[src/sps_regs.svh]
// register offsets, field positions, reset values and timing counts
`ifndef SPS_REGS_SVH
`define SPS_REGS_SVH
`define SPS_OFF_DATA     12'h000
`define SPS_OFF_CSR      12'h004
`define SPS_OFF_CTRL     12'h008
`define SPS_OFF_SYS      12'h00c
`define SPS_CSR_DONE     7
`define SPS_CSR_WRITE_COLLISION_FLAG     6
`define SPS_CSR_OVR      5
`define SPS_CSR_MASTER_FAULT_FLAG     4
`define SPS_CSR_SOD      2
`define SPS_CSR_SSM      1
`define SPS_CSR_SSI      0
`define SPS_CTRL_IRQEN   0
`define SPS_CTRL_ENABLE  1
`define SPS_CTRL_MASTER  2
`define SPS_SYS_MASK     0
`define SPS_SYS_HALT     1
`define SPS_SYS_WAIT     2
`define SPS_CSR_RESET    8'h00
`define SPS_CSR_WMASK    8'h07
`define SPS_DIV_HALF     4'h8
`endif

[src/sps_pkg.sv]
// types shared by the serial status block
package sps_pkg;
    typedef enum logic [1:0] {
        SPS_IDLE,
        SPS_SHIFT,
        SPS_DONE
    } sps_state_t;
endpackage

[src/sps_if.sv]
// link between the register front end and the shifter
interface sps_if;
    logic       start;
    logic [7:0] tx_byte;
    logic       master;
    logic       run;
    logic       busy;
    logic       byte_done;
    logic [7:0] rx_byte;
    modport ctrl (output start, output tx_byte, output master, output run,
                  input busy, input byte_done, input rx_byte);
    modport shft (input start, input tx_byte, input master, input run,
                  output busy, output byte_done, output rx_byte);
endinterface

[src/sps_shifter.sv]
// byte shifter; master makes sclk, slave samples synchronised sclk
`include "sps_regs.svh"
module sps_shifter
    import sps_pkg::*;
(
    input  wire logic pclk,
    input  wire logic presetn,
    sps_if.shft       lk,
    input  wire logic sclk_s,
    input  wire logic sel_n,
    input  wire logic miso_s,
    input  wire logic mosi_s,
    output logic      sclk_o,
    output logic      sout
);
    sps_state_t st_q;
    logic [7:0] sh_q;
    logic [3:0] div_q;
    logic [2:0] cnt_q;
    logic       sclk_p_q;
    logic       done_q;
    logic       rise;
    logic       fall;
    logic       din;

    assign rise = lk.master ? (div_q == `SPS_DIV_HALF - 4'h1 && !sclk_o)
                            : (sclk_s && !sclk_p_q);
    assign fall = lk.master ? (div_q == `SPS_DIV_HALF - 4'h1 && sclk_o)
                            : (!sclk_s && sclk_p_q);
    assign din  = lk.master ? miso_s : mosi_s;
    assign lk.busy      = (st_q == SPS_SHIFT);
    assign lk.byte_done = done_q;
    assign lk.rx_byte   = sh_q;
    assign sout         = sh_q[7];

    always_ff @(posedge pclk or negedge presetn) begin
        if (!presetn) begin
            st_q     <= SPS_IDLE;
            sh_q     <= 8'h00;
            div_q    <= 4'h0;
            cnt_q    <= 3'h0;
            sclk_p_q <= 1'b0;
            sclk_o   <= 1'b0;
            done_q   <= 1'b0;
        end else if (lk.run) begin
            // run low freezes everything here: disabled, or halted unless a slave selected at halt entry
            sclk_p_q <= sclk_s;
            done_q   <= 1'b0;
            div_q    <= (div_q == `SPS_DIV_HALF - 4'h1) ? 4'h0 : div_q + 4'h1;
            case (st_q)
                SPS_IDLE: begin
                    sclk_o <= 1'b0;
                    if (lk.start) begin
                        // a slave only preloads; the far master clocks the byte out
                        sh_q  <= lk.tx_byte;
                        cnt_q <= 3'h0;
                        div_q <= 4'h0;
                        st_q  <= lk.master ? SPS_SHIFT : SPS_IDLE;
                    end else if (!lk.master && !sel_n && rise) begin
                        sh_q  <= {sh_q[6:0], din};
                        cnt_q <= 3'h1;
                        st_q  <= SPS_SHIFT;
                    end
                end
                SPS_SHIFT: begin
                    if (lk.master && div_q == `SPS_DIV_HALF - 4'h1) begin
                        sclk_o <= ~sclk_o;
                    end
                    if (!lk.master && sel_n) begin
                        st_q <= SPS_IDLE;
                    end else if (rise) begin
                        sh_q  <= {sh_q[6:0], din};
                        cnt_q <= cnt_q + 3'h1;
                        if (cnt_q == 3'h7) begin
                            st_q <= SPS_DONE;
                        end
                    end
                end
                SPS_DONE: begin
                    if (!lk.master || fall) begin
                        sclk_o <= 1'b0;
                        done_q <= 1'b1;
                        st_q   <= SPS_IDLE;
                    end
                end
                default: st_q <= SPS_IDLE;
            endcase
        end
    end
endmodule

[src/sps_status.sv]
// serial interface status, select management and low-power behaviour
// Operation
// - keeps running and wakes chip in wait
// - halt freezes interface and its registers
// - slave transfer-done wakes chip from halt
// - second byte before clear sets overrun
// - halt wake only if select low at entry
// - one shared interrupt, enable and mask gated
// - done flag set per byte, sequence clears
// - data writes ignored until status read
// - write during transfer sets collision flag
// - overrun set on full buffer, status read clears
// - master fault on select low, cleared by sequence
// - bit 3 reserved, reads zero
// - output disable bit blocks serial output
// - select source pin or internal bit
// - internal select bit zero selects slave
// - status register resets to zero
// - master data write starts a byte
// - received byte copied to read buffer
//
// The register offsets and the APB interface to the registers are this design's own decisions.
`include "sps_regs.svh"
module sps_status
    import sps_pkg::*;
(
    input  wire logic        pclk,
    input  wire logic        presetn,
    input  wire logic        psel,
    input  wire logic        penable,
    input  wire logic        pwrite,
    input  wire logic [11:0] paddr,
    input  wire logic [31:0] pwdata,
    output logic      [31:0] prdata,
    output logic             pready,
    output logic             pslverr,
    input  wire logic        sclk_i,
    input  wire logic        miso_i,
    input  wire logic        mosi_i,
    input  wire logic        ss_n_i,
    output logic             sclk_o,
    output logic             sclk_oe_n,
    output logic             mosi_o,
    output logic             mosi_oe_n,
    output logic             miso_o,
    output logic             miso_oe_n,
    output logic             irq,
    output logic             wake
);
    sps_if lk ();

    logic [3:0] s1_q;
    logic [3:0] s2_q;
    logic       done_q;
    logic       write_collision_flag_q;
    logic       ovr_q;
    logic       master_fault_flag_q;
    logic [2:0] cfg_q;
    logic [2:0] ctrl_q;
    logic [2:0] sys_q;
    logic [7:0] rbuf_q;
    logic       rd_done_q;
    logic       rd_write_collision_flag_q;
    logic       rd_master_fault_flag_q;
    logic       halt_p_q;
    logic       halt_ok_q;
    logic       start_q;
    logic [7:0] tx_q;
    logic       sclk_s;
    logic       miso_s;
    logic       mosi_s;
    logic       pin_ss_s;
    logic       sel_n;
    logic       halted;
    logic       acc;
    logic       wr_data;
    logic       rd_data;
    logic       rd_csr;
    logic       wr_csr;
    logic       wr_ctrl;
    logic       wr_sys;
    logic       mapped;
    logic       sh_out;
    logic       sh_out_clk;
    logic       drive;
    logic [7:0] csr;

    function automatic logic hit(input logic [11:0] a, input logic [11:0] off);
        hit = (a[11:2] == off[11:2]);
    endfunction

    assign acc     = psel && penable && pready;
    assign wr_data = acc && pwrite && hit(paddr, `SPS_OFF_DATA);
    assign rd_data = acc && !pwrite && hit(paddr, `SPS_OFF_DATA);
    assign rd_csr  = acc && !pwrite && hit(paddr, `SPS_OFF_CSR);
    assign wr_csr  = acc && pwrite && hit(paddr, `SPS_OFF_CSR);
    assign wr_ctrl = acc && pwrite && hit(paddr, `SPS_OFF_CTRL);
    assign wr_sys  = acc && pwrite && hit(paddr, `SPS_OFF_SYS);
    assign mapped  = hit(paddr, `SPS_OFF_DATA) || hit(paddr, `SPS_OFF_CSR)
                  || hit(paddr, `SPS_OFF_CTRL) || hit(paddr, `SPS_OFF_SYS);

    // pins pass two flops before use
    always_ff @(posedge pclk or negedge presetn) begin
        if (!presetn) begin
            // idle pin levels: clock low, select high, so no false edge follows reset
            s1_q <= 4'h1;
            s2_q <= 4'h1;
        end else begin
            s1_q <= {sclk_i, miso_i, mosi_i, ss_n_i};
            s2_q <= s1_q;
        end
    end
    assign sclk_s   = s2_q[3];
    assign miso_s   = s2_q[2];
    assign mosi_s   = s2_q[1];
    assign pin_ss_s = s2_q[0];

    assign sel_n  = cfg_q[`SPS_CSR_SSM] ? cfg_q[`SPS_CSR_SSI] : pin_ss_s;
    assign halted = sys_q[`SPS_SYS_HALT];
    assign csr    = {done_q, write_collision_flag_q, ovr_q, master_fault_flag_q, 1'b0, cfg_q};

    assign lk.start   = start_q;
    assign lk.tx_byte = tx_q;
    assign lk.master  = ctrl_q[`SPS_CTRL_MASTER];
    // wait leaves the shifter running; halt stops it, except for a slave
    // selected at halt entry, whose received byte must be able to wake the chip
    assign lk.run     = ctrl_q[`SPS_CTRL_ENABLE]
                     && (!halted || (halt_ok_q && !ctrl_q[`SPS_CTRL_MASTER]));

    sps_shifter u_shift (
        .pclk    (pclk),
        .presetn (presetn),
        .lk      (lk),
        .sclk_s  (sclk_s),
        .sel_n   (sel_n),
        .miso_s  (miso_s),
        .mosi_s  (mosi_s),
        .sclk_o  (sh_out_clk),
        .sout    (sh_out)
    );

    // slave select capture at halt entry
    always_ff @(posedge pclk or negedge presetn) begin
        if (!presetn) begin
            halt_p_q  <= 1'b0;
            halt_ok_q <= 1'b0;
        end else begin
            halt_p_q <= halted;
            if (halted && !halt_p_q) begin
                halt_ok_q <= !sel_n && !ctrl_q[`SPS_CTRL_MASTER];
            end
        end
    end

    // start request for the shifter; a data write when not busy and not locked by done, master or slave (a slave only preloads)
    always_ff @(posedge pclk or negedge presetn) begin
        if (!presetn) begin
            start_q <= 1'b0;
            tx_q    <= 8'h00;
        end else begin
            start_q <= 1'b0;
            // a status read with done set unlocks the data register again
            if (wr_data && (!done_q || rd_done_q) && !lk.busy) begin
                tx_q    <= pwdata[7:0];
                start_q <= 1'b1;
            end
        end
    end

    // status flags; hardware set wins over software clear
    always_ff @(posedge pclk or negedge presetn) begin
        if (!presetn) begin
            done_q    <= 1'b0;
            write_collision_flag_q    <= 1'b0;
            ovr_q     <= 1'b0;
            master_fault_flag_q    <= 1'b0;
            rd_done_q <= 1'b0;
            rd_write_collision_flag_q <= 1'b0;
            rd_master_fault_flag_q <= 1'b0;
            rbuf_q    <= 8'h00;
        end else if (!halted || lk.byte_done) begin
            if (rd_csr) begin
                rd_done_q <= done_q;
                rd_write_collision_flag_q <= write_collision_flag_q;
                rd_master_fault_flag_q <= master_fault_flag_q;
            end
            if (lk.byte_done && done_q) begin
                ovr_q <= 1'b1;
            end else if (rd_csr) begin
                ovr_q <= 1'b0;
            end
            // an overrun keeps the first byte; the late one is dropped
            if (lk.byte_done && !done_q) begin
                rbuf_q <= lk.rx_byte;
            end
            if (lk.byte_done) begin
                done_q <= 1'b1;
            end else if ((rd_data || wr_data) && rd_done_q) begin
                done_q    <= 1'b0;
                rd_done_q <= 1'b0;
            end
            if (wr_data && lk.busy) begin
                write_collision_flag_q <= 1'b1;
            end else if ((rd_data || wr_data) && rd_write_collision_flag_q) begin
                write_collision_flag_q    <= 1'b0;
                rd_write_collision_flag_q <= 1'b0;
            end
            if (ctrl_q[`SPS_CTRL_MASTER] && !sel_n && ctrl_q[`SPS_CTRL_ENABLE]) begin
                master_fault_flag_q <= 1'b1;
            end else if (wr_ctrl && rd_master_fault_flag_q) begin
                master_fault_flag_q    <= 1'b0;
                rd_master_fault_flag_q <= 1'b0;
            end
        end
    end

    // configuration; csr and ctrl bits do not change while halted, sys bits stay writable
    always_ff @(posedge pclk or negedge presetn) begin
        if (!presetn) begin
            cfg_q  <= 3'(`SPS_CSR_RESET);
            ctrl_q <= 3'h0;
            sys_q  <= 3'h0;
        end else begin
            if (wr_csr && !halted) begin
                cfg_q <= pwdata[2:0] & 3'(`SPS_CSR_WMASK);
            end
            if (wr_ctrl && !halted) begin
                ctrl_q <= pwdata[2:0];
            end
            if (wr_sys) begin
                sys_q <= pwdata[2:0];
            end else if (halted && wake) begin
                sys_q[`SPS_SYS_HALT] <= 1'b0;
            end
        end
    end

    // pin outputs; a disabled output floats
    assign drive = ctrl_q[`SPS_CTRL_ENABLE] && !cfg_q[`SPS_CSR_SOD];
    always_ff @(posedge pclk or negedge presetn) begin
        if (!presetn) begin
            sclk_o    <= 1'b0;
            sclk_oe_n <= 1'b1;
            mosi_o    <= 1'b0;
            mosi_oe_n <= 1'b1;
            miso_o    <= 1'b0;
            miso_oe_n <= 1'b1;
        end else begin
            sclk_o    <= sh_out_clk;
            sclk_oe_n <= !(ctrl_q[`SPS_CTRL_ENABLE] && ctrl_q[`SPS_CTRL_MASTER]);
            mosi_o    <= sh_out;
            mosi_oe_n <= !(drive && ctrl_q[`SPS_CTRL_MASTER]);
            miso_o    <= sh_out;
            miso_oe_n <= !(drive && !ctrl_q[`SPS_CTRL_MASTER] && !sel_n);
        end
    end

    // shared request and wake; mask bit high blocks the request
    always_ff @(posedge pclk or negedge presetn) begin
        if (!presetn) begin
            irq  <= 1'b0;
            wake <= 1'b0;
        end else begin
            irq  <= ctrl_q[`SPS_CTRL_IRQEN] && !sys_q[`SPS_SYS_MASK]
                 && (done_q || master_fault_flag_q || ovr_q);
            // only transfer done may leave halt, and only if selected at entry
            wake <= ctrl_q[`SPS_CTRL_IRQEN] && halted && halt_ok_q
                 && (done_q || lk.byte_done);
        end
    end

    // apb slave, zero wait states
    always_ff @(posedge pclk or negedge presetn) begin
        if (!presetn) begin
            prdata  <= 32'h0000_0000;
            pready  <= 1'b0;
            pslverr <= 1'b0;
        end else begin
            pready  <= psel && !penable;
            pslverr <= psel && !penable && !mapped;
            prdata  <= 32'h0000_0000;
            if (psel && !penable && !pwrite) begin
                if (hit(paddr, `SPS_OFF_DATA)) begin
                    prdata <= {24'h000000, rbuf_q};
                end else if (hit(paddr, `SPS_OFF_CSR)) begin
                    prdata <= {24'h000000, csr};
                end else if (hit(paddr, `SPS_OFF_CTRL)) begin
                    prdata <= {29'h00000000, ctrl_q};
                end else if (hit(paddr, `SPS_OFF_SYS)) begin
                    prdata <= {29'h00000000, sys_q};
                end
            end
        end
    end
endmodule

[config.mk]
export PLATFORM = sky130hd
export DESIGN_NAME = sps_status
export DESIGN_NICKNAME = d
export VERILOG_FILES = /design/src/sps_pkg.sv /design/src/sps_if.sv /design/src/sps_shifter.sv /design/src/sps_status.sv
export VERILOG_INCLUDE_DIRS = /design/src
export SDC_FILE = /design/constraint.sdc
export NUM_CORES = 1
export LEC_CHECK = 0
export BUFFER_PORTS_ARGS = -buffer_cell sky130_fd_sc_hd__clkbuf_2
export CORE_MARGIN = 1
export CORE_UTILIZATION = 50
export CTS_BUF_LIST = sky130_fd_sc_hd__clkbuf_4
export CTS_CLUSTER_DIAMETER = 150
export DETAILED_ROUTE_END_ITERATION = 16
export GPL_TIMING_DRIVEN = 0
export PLACE_DENSITY = 0.77
export RECOVER_POWER = 50
export SYNTH_ARGS = -nofsm -noshare
export SYNTH_HDL_FRONTEND = slang
export SYNTH_HIERARCHICAL = 1
export SYNTH_SLANG_ARGS = --single-unit
[constraint.sdc]
create_clock -name pclk -period 1.8 [get_ports pclk]
set_input_delay 0 -clock pclk [delete_from_list [all_inputs] [get_ports pclk]]
set_output_delay 0 -clock pclk [all_outputs]
set_load 0.01 [all_outputs]
* Yosys cells after proc, flatten, opt, wreduce, memory -nomap -nowiden *
Cells that the tools add are included.

storage, ports and cells
  register bits after elaboration = 104
  logic and storage cells = 199

cells by class
  $add $sub $neg = 2
  equality and inequality tests = 14
  multiplexer cells = 55
  bitwise gates (word level) = 1
  reductions and logical operators = 92

operator list
  kind                                                   count
  2-to-1 mux 32 bit                                      2
  logical AND 1 bit                                      47
  2-to-1 mux 8 bit                                       5
  2-to-1 mux 1 bit                                       29
  == test 10 x 2 -> 1 bit, second input constant         2
  2-to-1 mux 3 bit                                       6
  logical NOT 1 bit                                      17
  one-hot mux 8 bit (2 select lines)                     1
  2-to-1 mux 2 bit                                       6
  2-to-1 mux 4 bit                                       3
  nonzero test 2 bit                                     6
  logical OR 1 bit                                       11
  == test 10 x 1 -> 1 bit, second input constant         1
  logical NOT 10 bit                                     1
  AND reduction 2 bit                                    5
  AND reduction 5 bit                                    2
  inequality test 2 x 1 -> 1 bit, second input constant  3
  inequality test 3 x 1 -> 1 bit, second input constant  2
  one-hot mux 2 bit (3 select lines)                     1
  one-hot mux 3 bit (2 select lines)                     1
  adder 4 x 1 -> 4 bit, second input constant            1
  == test 4 x 3 -> 1 bit, second input constant          1
  AND reduction 4 bit                                    1
  adder 3 x 1 -> 3 bit, second input constant            1
  other kinds (9)                                        9

* Longest topological paths before layout *
Gate-level depths: netlist (run 1).

  depth in word-level cells = 8
  depth in mapped cells = 6
  gate-level depth less buffers = 5

* By module *
Netlist (run 1), hierarchy kept.

by module, submodules not included
  module       times used  cells an instance  area each (um2)
  sps_status   1           205                2600.0
  sps_shifter  1           103                1208.7

* Least setup slack after synthesis (run 1) *
No wires, ideal clock.

  path kind = register to register
  start = reg ctrl_q[2]
  end = reg u_shift.st_q[0]
  library setup time = 0.125 ns
  arrival = 1.792 ns
  data required time = 1.675 ns
  slack = -0.117 ns
  stages on the path, launching flop included = 6
  path buffers = 0
  period minus slack after synthesis = 1.917 ns
  cell sequence = dfrtp_1 > nand2b_1 > a21boi_0 > o41ai_2 > a31o_1 > mux2_4

on the way
  word-level cells in the longest chain between the ends = 5
  elaborated cells between the ends (all ways) = 19
  those cells by class = eq/ne (4); mux (6); reduce/logical (9)

ends and longest elaborated chain
  item                                  RTL line           source
  from (decl)                           sps_status.sv:59   logic [2:0] ctrl_q;
  from (signal assigned)                sps_status.sv:228  ctrl_q <= pwdata[2:0];
  logical NOT 1 bit                     sps_status.sv:128  && (!halted || (halt_ok_q && !ctrl_q[`SPS_CTRL_MASTER]));
  logical AND 1 bit                     sps_status.sv:128
  logical OR 1 bit                      sps_status.sv:128
  logical AND 1 bit                     sps_status.sv:127  assign lk.run = ctrl_q[`SPS_CTRL_ENABLE]
  via lk.run                            sps_if.sv:6        logic run;
  AND reduction 5 bit (no source line)  --
  to (signal assigned)                  sps_shifter.sv:58  st_q <= lk.master ? SPS_SHIFT : SPS_IDLE;
  to (decl)                             sps_shifter.sv:16  sps_state_t st_q;

The timed path passes the listed nets, and every way through them passes these cells.
A chain may end at the register's enable or synchronous reset.

* Worst setup path in the final report (run 1) *
  start = reg cfg_q[1]
  end = reg u_shift.st_q[0]

on the way
  word-level cells in the longest chain between the ends = 6
  elaborated cells between the ends (all ways) = 11
  those cells by class = eq/ne (3); mux (3); reduce/logical (5)

ends and longest elaborated chain
  item                                             RTL line           source
  from (decl)                                      sps_status.sv:58   logic [2:0] cfg_q;
  from (signal assigned)                           sps_status.sv:220  cfg_q <= 3'(`SPS_CSR_RESET);
  from (signal assigned)                           sps_status.sv:225  cfg_q <= pwdata[2:0] & 3'(`SPS_CSR_WMASK);
  2-to-1 mux 1 bit *                               sps_status.sv:118  assign sel_n = cfg_q[`SPS_CSR_SSM] ? cfg_q[`SPS_CSR_SSI] : pin_ss_s;
  via sel_n                                        sps_status.sv:73   logic sel_n;
  logical NOT 1 bit                                sps_shifter.sv:59  end else if (!lk.master && !sel_n && rise) begin
  logical AND 1 bit (2 in series)                  sps_shifter.sv:59
  inequality test 3 x 2 -> 1 bit (no source line)  --
  AND reduction 5 bit (no source line)             --

The timed path passes the listed nets; every way through them passes the cells marked *.

==> results.cfg, run 1 <==
[global_route]
gr-usage-met1_pct = 26.1
grtUsageTotal_pct = 20.4
grt_max_degree = 43
antenna_found_initial = 0
grt_pass1_vias = 2519
top_usage_layer = met2
grt_overflow = 0
grt_util_met2_pct = 33.8
use_met3_pct = 3.88
grt_pass1_wl_mm = 12.0

[timing]
skew_ns = 0.0199
post-route-period-util_pct = 103
fin_ws_ns = -0.0482
tns_ns = -0.127
drv_slew = 0
hold_slack_ns = 0.0335
min_period_ns = 1.85
slew_headroom_pct = 37.6
max_slew.worst_pin.slew_ns = 0.936
rsz0062_at_grt = true
setup_viol = 9
fmax_mhz = 541
hold_viol_final = 0

[cells_and_area]
fillers = 565
n_antenna_cell = 0
drive_gt1_share_pct = 38.9
multi_input_area_um2 = 1660
seq_area_um2 = 2010
nets = 475
final_core_util_pct = 64.8
area_growth_pct = 24.0
layout.cells.non_filler = 523

[placement]
port_buffers = 44
gp_congestion = 0.882
placedCellCount = 475
dpl.hpwl_mm = 5.04

[worst_setup_path]
critical_path_class = register to register
end_kind = register
arrival_ns = 2.17
critPathMaxFanout = 2
worst_setup_path_start_kind = register
path_common_cell = mux2_4
crit_required_ns = 2.12
critical-path-max-stage-delay_ns = 0.43
crit_chain = mux2_4 -> nor4b_4 -> o41ai_2 -> a31o_1 -> mux2_4
critPathSlowestCell = dfrtp_1

[floorplan]
rows = 31
start_util_pct = 52.2
dieArea_um2 = 7970
die_x_um = 89.3
die_height_um = 89.3
io_pins = 95
core_um2 = 7290

[synth]
synthFlopType = dfrtp_1
synth-seq-area-share_pct = 52.7
synth.distinct_cells = 58
yosys_warnings = 6
synth_area_um2 = 3810
netlist_instances = 308
synth-edff-count = 0
synth_seq_cells = 80
avgSynthCellArea_um2 = 12.4
synth_async_sr_flop_share_pct = 100

[drt]
drt-initial-drc-count = 156
wl_per_cell_um = 14.5
wl_mm = 7.59
vias = 2686
drtAntennaViolNets = 0
first_pass_iters = 4
vias_per_cell = 5.14
drc = 0

[power]
p_per_area_nw_per_um2 = 638
p_switching_mw = 0.783
combPwrFrac_pct = 8.0
switching_share_pct = 25.9
p_int_mw = 2.23
power_frac_seq_pct = 60.3
power.leakage_nw = 2.40
pwr-share-clk_pct = 31.7
vdd_ir_drop_max_mv = 0.344

[clock_tree]
clockRootBuffer = clkbuf_4
tritoncts = yes
cts_buffers = 9
clk_latency_ns = 0.44
cts.sinks = 80
clkTransAtPathRegs_ns = 0.14
cts_buffer_depth = 2
cts-htree-levels = 3

[job]
drv_cap = 0

[status]
violations = setup timing
outcome = finished, violations left

[min_path]
hp-class = input pin to register
power groups by stage:
stage,combinational [mW],clock [mW],sequential (mW)
final,0.242,0.955,1.82
after global routing,0.269,1.06,1.82
after CTS,0.242,0.976,1.82
after detailed placement,0.201,0,1.85
after global placement,0.191,0,1.85
after floorplan,0.107,0,1.85
synthesized netlist by cell type, types with 3 or more instances:
cell       n  share of area, %
dfrtp_1   75                49
nand2b_1   5              0.82
nor3b_1    5              0.99
nor3_1     7              0.92
mux2i_1   10               2.6
nor2_1    16               1.6
ha_1       3              0.99
dfstp_2    5               3.4
nand3_1    8               1.1
nand2_1   17               1.7
and3_1     3              0.49
o21ai_0   10               1.3
nand4_1    4              0.66
mux2_4     9               3.5
nor2b_1    3              0.49
clkbuf_1   4              0.39
a21oi_1    6              0.79
nand4b_1   4              0.92
inv_1      8              0.79
mux2_1     3              0.89
mux2_2    34                10
buf_4     28               5.5
worst paths after layout:
kind / startpoint / endpoint / slack [ns] / cells past startpoint
setup / recovery: cfg_q[1] / u_shift/st_q[0] / -0.05 / 5
hold / removal: paddr[2] / done_q / 0.03 / 4
setup reg to reg: cfg_q[1] / u_shift/st_q[0] / -0.05 / 5
hold reg to reg: s1_q[3] / s2_q[3] / 0.36 / 0
max in group asynchronous: presetn / ctrl_q[2] / 0.37 / 3
min in group asynchronous: presetn / pready / 0.23 / 2
area by class of cell:
type	instances	share of cell area, %
clock inverters	6	0.874
well taps	99	2.62
repair buffers	77	11.6
inverters	8	0.636
multi-input cells	209	35.1
plain buffers	34	5.11
flip-flops and latches	80	42.5
clock buffers	10	1.59
timing repair:
action	in CTS	in global routing
cloned	1	0
gates resized for setup	9	6
hold buffers	22	0
endpoints found under the setup margin	28	25
pin swaps	4	1
setup buffers	7	2
endpoints found under the hold margin	91	0
metal layers:
metal,vias up,part of all wire (%)
li1,1276,-
met1,1304,44
met2,87,50
met3,19,4.3
met4,0,2.2
met5,-,0
through the flow:
step | power, mW | worst slack, ns | area, um2
4_1_cts | 3.04 | -0.0427 | 4710
3_5_place_dp | 2.05 | -0.281 | 4260
3_3_place_gp | 2.04 | -0.279 | 4240
2_1_floorplan | 1.96 | 0.0338 | 3890
5_1_grt | 3.15 | -0.121 | 4720
6_report | 3.02 | -0.0482 | 4720
logic make-up after synthesis:
family,share of synthesized area [%]
compound gates,6.54
other cells,0.0985
fa+ha+maj,0.986
flops,52.7
buf+inv,7.10
simple gates,15.4
mux,17.1
sequential cells by signal, indices dropped and copies added (netlist names), 2 cells and up:
signal and cells:
cfg_q 3, ctrl_q 3, lk.tx_byte 8, prdata 8, rbuf_q 8, s1_q 4
s2_q 4, sys_q 3, u_shift/cnt_q 3, u_shift/div_q 4, u_shift/lk.rx_byte 8, u_shift/st_q 2
worst max-delay path: cells and delay by family (launching register included):
| family | cells | cell delay, ns |
|---|---|---|
| flops | 1 | 0.43 |
| simple gates | 1 | 0.32 |
| mux | 2 | 0.62 |
| compound gates | 2 | 0.35 |
cells in the final DEF (no fill, tap or decap), types with 2 or more instances in the layout:
| master | instances |
|---|---|
| o21ai_0 | 10 |
| mux2_2 | 33 |
| mux2_4 | 10 |
| nor2b_1 | 3 |
| dfstp_2 | 5 |
| a21o_1 | 2 |
| mux2_1 | 3 |
| a21oi_1 | 6 |
| nand2_1 | 17 |
| nor4b_4 | 2 |
| clkinv_1 | 2 |
| nor3_1 | 7 |
| o221ai_1 | 2 |
| inv_1 | 7 |
| nor3_2 | 2 |
| clkbuf_1 | 3 |
| nand4b_1 | 4 |
| buf_4 | 34 |
| and3_1 | 3 |
| nand2b_1 | 4 |
| nand3_1 | 8 |
| inv_6 | 3 |
| nor3b_1 | 5 |
| ha_1 | 2 |
| mux2i_1 | 10 |
| conb_1 | 24 |
| a211oi_1 | 2 |
| clkbuf_2 | 44 |
| dfrtp_1 | 74 |
| dlygate4sd3_1 | 22 |
| clkbuf_4 | 11 |
| nand4_1 | 4 |
| buf_6 | 4 |
| nor2_1 | 16 |
No activity file was read; power rests on OpenSTA's default activity.
==> run 2: changes to the inputs <==
--- a/config.mk
+++ b/config.mk
@@ -15,6 +15,7 @@
 export GPL_TIMING_DRIVEN = 0
 export PLACE_DENSITY = 0.77
 export RECOVER_POWER = 50
+export SLEW_MARGIN = 5
 export SYNTH_ARGS = -nofsm -noshare
 export SYNTH_HDL_FRONTEND = slang
 export SYNTH_HIERARCHICAL = 1
==> constraint.sdc (replaced) <==
create_clock -name pclk -period 1.7 [get_ports pclk]
set_input_delay 0 -clock pclk [delete_from_list [all_inputs] [get_ports pclk]]
set_output_delay 0 -clock pclk [all_outputs]
set_load 0.01 [all_outputs]
==> run 2 against run 1 <==
The flow still finishes with violations (setup timing). Clock power grew 3.5%. Fmax grew 0.42%. Sequential cell count is the same. Via count grew 1.3%. Critical path depth is the same. Combinational power grew 13%. Wire length grew 7.4%. Hold slack gained 0.00068 ns. Die area is the same. Global-route usage grew 1.0 points. Utilization grew 1.7 points. Final area grew 2.6%. Highest routed layer unchanged.
==> results.cfg, run 2 (synthesis results as in run 1) <==
[placement]
placedCellCount = 475
port_buffers = 44
dpl.hpwl_mm = 5.20
gp_congestion = 0.880

[drt]
drt-initial-drc-count = 98
vias = 2722
first_pass_iters = 4
met2WireLength_mm = 4.12
vias_per_cell = 5.11
met3_length_um = 411
maxUsedRoutingLayer = met4
wl_per_cell_um = 15.3
drt-met1-wl_mm = 3.51
drtAntennaViolNets = 0
drc = 0
wl_mm = 8.15

[power]
power.leakage_nw = 2.46
vdd_ir_drop_max_mv = 0.307
p_per_area_nw_per_um2 = 658
p_total_mw = 3.19

[floorplan]
die_x_um = 89.3
dieArea_um2 = 7970
start_util_pct = 52.2
rows = 31
core_um2 = 7290
die_height_um = 89.3
io_pins = 95

[worst_setup_path]
arrival_ns = 2.15
crit_required_ns = 2.01
crit_chain = mux2_4 -> nor4b_4 -> o311ai_4 -> buf_6 -> mux2_4
worst_setup_path_start_kind = register
critPathSlowestCell = dfrtp_1
critPathMaxFanout = 5
critical_path_class = register to register
critical-path-max-stage-delay_ns = 0.42
crit_family = multiplexers
end_kind = register
path_common_cell = mux2_4
cp_num_buf_inv = 1
r2r_slack_ns = -0.14

[cells_and_area]
layout.cells.non_filler = 533
nets = 485
multi_input_area_um2 = 1670
mostFrequentLayoutCells = 74 x dfrtp_1, 43 x clkbuf_2, 42 x buf_4
area_growth_pct = 27.2
final_common_cell = dfrtp_1
n_antenna_cell = 0
seq_area_um2 = 2010
fillers = 551
drive_gt1_share_pct = 40.3

[timing]
setup_viol = 14
min_period_ns = 1.84
post-route-period-util_pct = 108
rsz0062_at_grt = true
hold_slack_ns = 0.0342
fmax_mhz = 543
max_slew.worst_pin.slew_ns = 1.48
drv_slew = 0
slew_headroom_pct = 1.43
hold_viol_final = 0
skew_ns = 0.0183
fin_ws_ns = -0.141

[global_route]
grtUsageTotal_pct = 21.5
grt_max_degree = 56
antenna_found_initial = 0
grt_pass1_vias = 2558
grt_pass1_wl_mm = 12.6
grt_overflow = 0

[clock_tree]
clockRootBuffer = clkbuf_4
cts_buffer_depth = 2
clk_latency_ns = 0.43
cts.sinks = 80
clkTransAtPathRegs_ns = 0.13
cts-htree-levels = 3
cts_buffers = 9
tritoncts = yes

[job]
drv_cap = 0

[status]
violations = setup timing
outcome = finished, violations left

[min_path]
hp-class = input pin to register
[run 2: cell types whose count changed in the layout (fill, tap and decap cells not counted), sizes merged]
cell	before	now
clkdlybuf4s25	0	1
dlygate4sd3	22	23
clkbuf	58	56
buf	41	50
clkinvlp	1	0
clkinv	2	4
[run 2: final cells by class]
cell class	count	share of cell area (%)
Clock inverter	7	0.904
Buffer	33	5.11
Sequential cell	80	41.5
Inverter	8	0.671
Multi-Input combinational cell	209	34.5
Timing Repair Buffer	88	13.4
Tap cell	99	2.56
Clock buffer	9	1.39
[run 2: what timing repair did]
action | 4_1_cts | 5_1_grt
endpoints found under the setup margin | 28 | 41
gates resized for setup | 12 | 8
pin swaps | 1 | 3
hold buffers | 23 | 1
hold endpoints to repair | 104 | 1
buffers inserted | 7 | 11
gates cloned | 1 | 0
[run 2: where the power goes]
group / internal (mW) / switching (mW)
registers: 1.92 / 0.00677
logic: 0.134 / 0.139
clock network: 0.302 / 0.686
[run 2: worst paths after layout]
check                      startpoint                to  cells past startpoint
setup / recovery             cfg_q[1]  u_shift/cnt_q[0]                      5
hold / removal               paddr[2]            done_q                      4
setup reg to reg             cfg_q[1]  u_shift/cnt_q[0]                      5
hold reg to reg               s1_q[1]           s2_q[1]                      0
max in group asynchronous     presetn           s2_q[0]                      3
min in group asynchronous     presetn           pslverr                      2
[run 2: worst reg2reg max path, stage by stage, from the launching register on]
cell and delay, ns:
dfrtp_1 0.42, mux2_4 0.34, nor4b_4 0.32, o311ai_4 0.17
buf_6 0.18, mux2_4 0.30
[run 2: metal layers]
layer / track usage, % / up-vias
met4: 8.66 / 0
li1: - / 1299
met2: 35.5 / 95
met3: 5.26 / 13
met5: 0 / -
met1: 27.2 / 1315
[run 2: through the flow]
step           setup TNS [ns]  util [%]  worst slack (ns)  cell area [um2]
2_1_floorplan         -0.0295         -          -0.00369             3900
3_3_place_gp           -12.00      58.2            -0.287             4250
3_5_place_dp            -5.32      58.6            -0.291             4280
4_1_cts                 -1.18      64.9            -0.135             4740
5_1_grt                 -2.40      66.5            -0.204             4850
6_report                -1.23      66.5            -0.141             4850
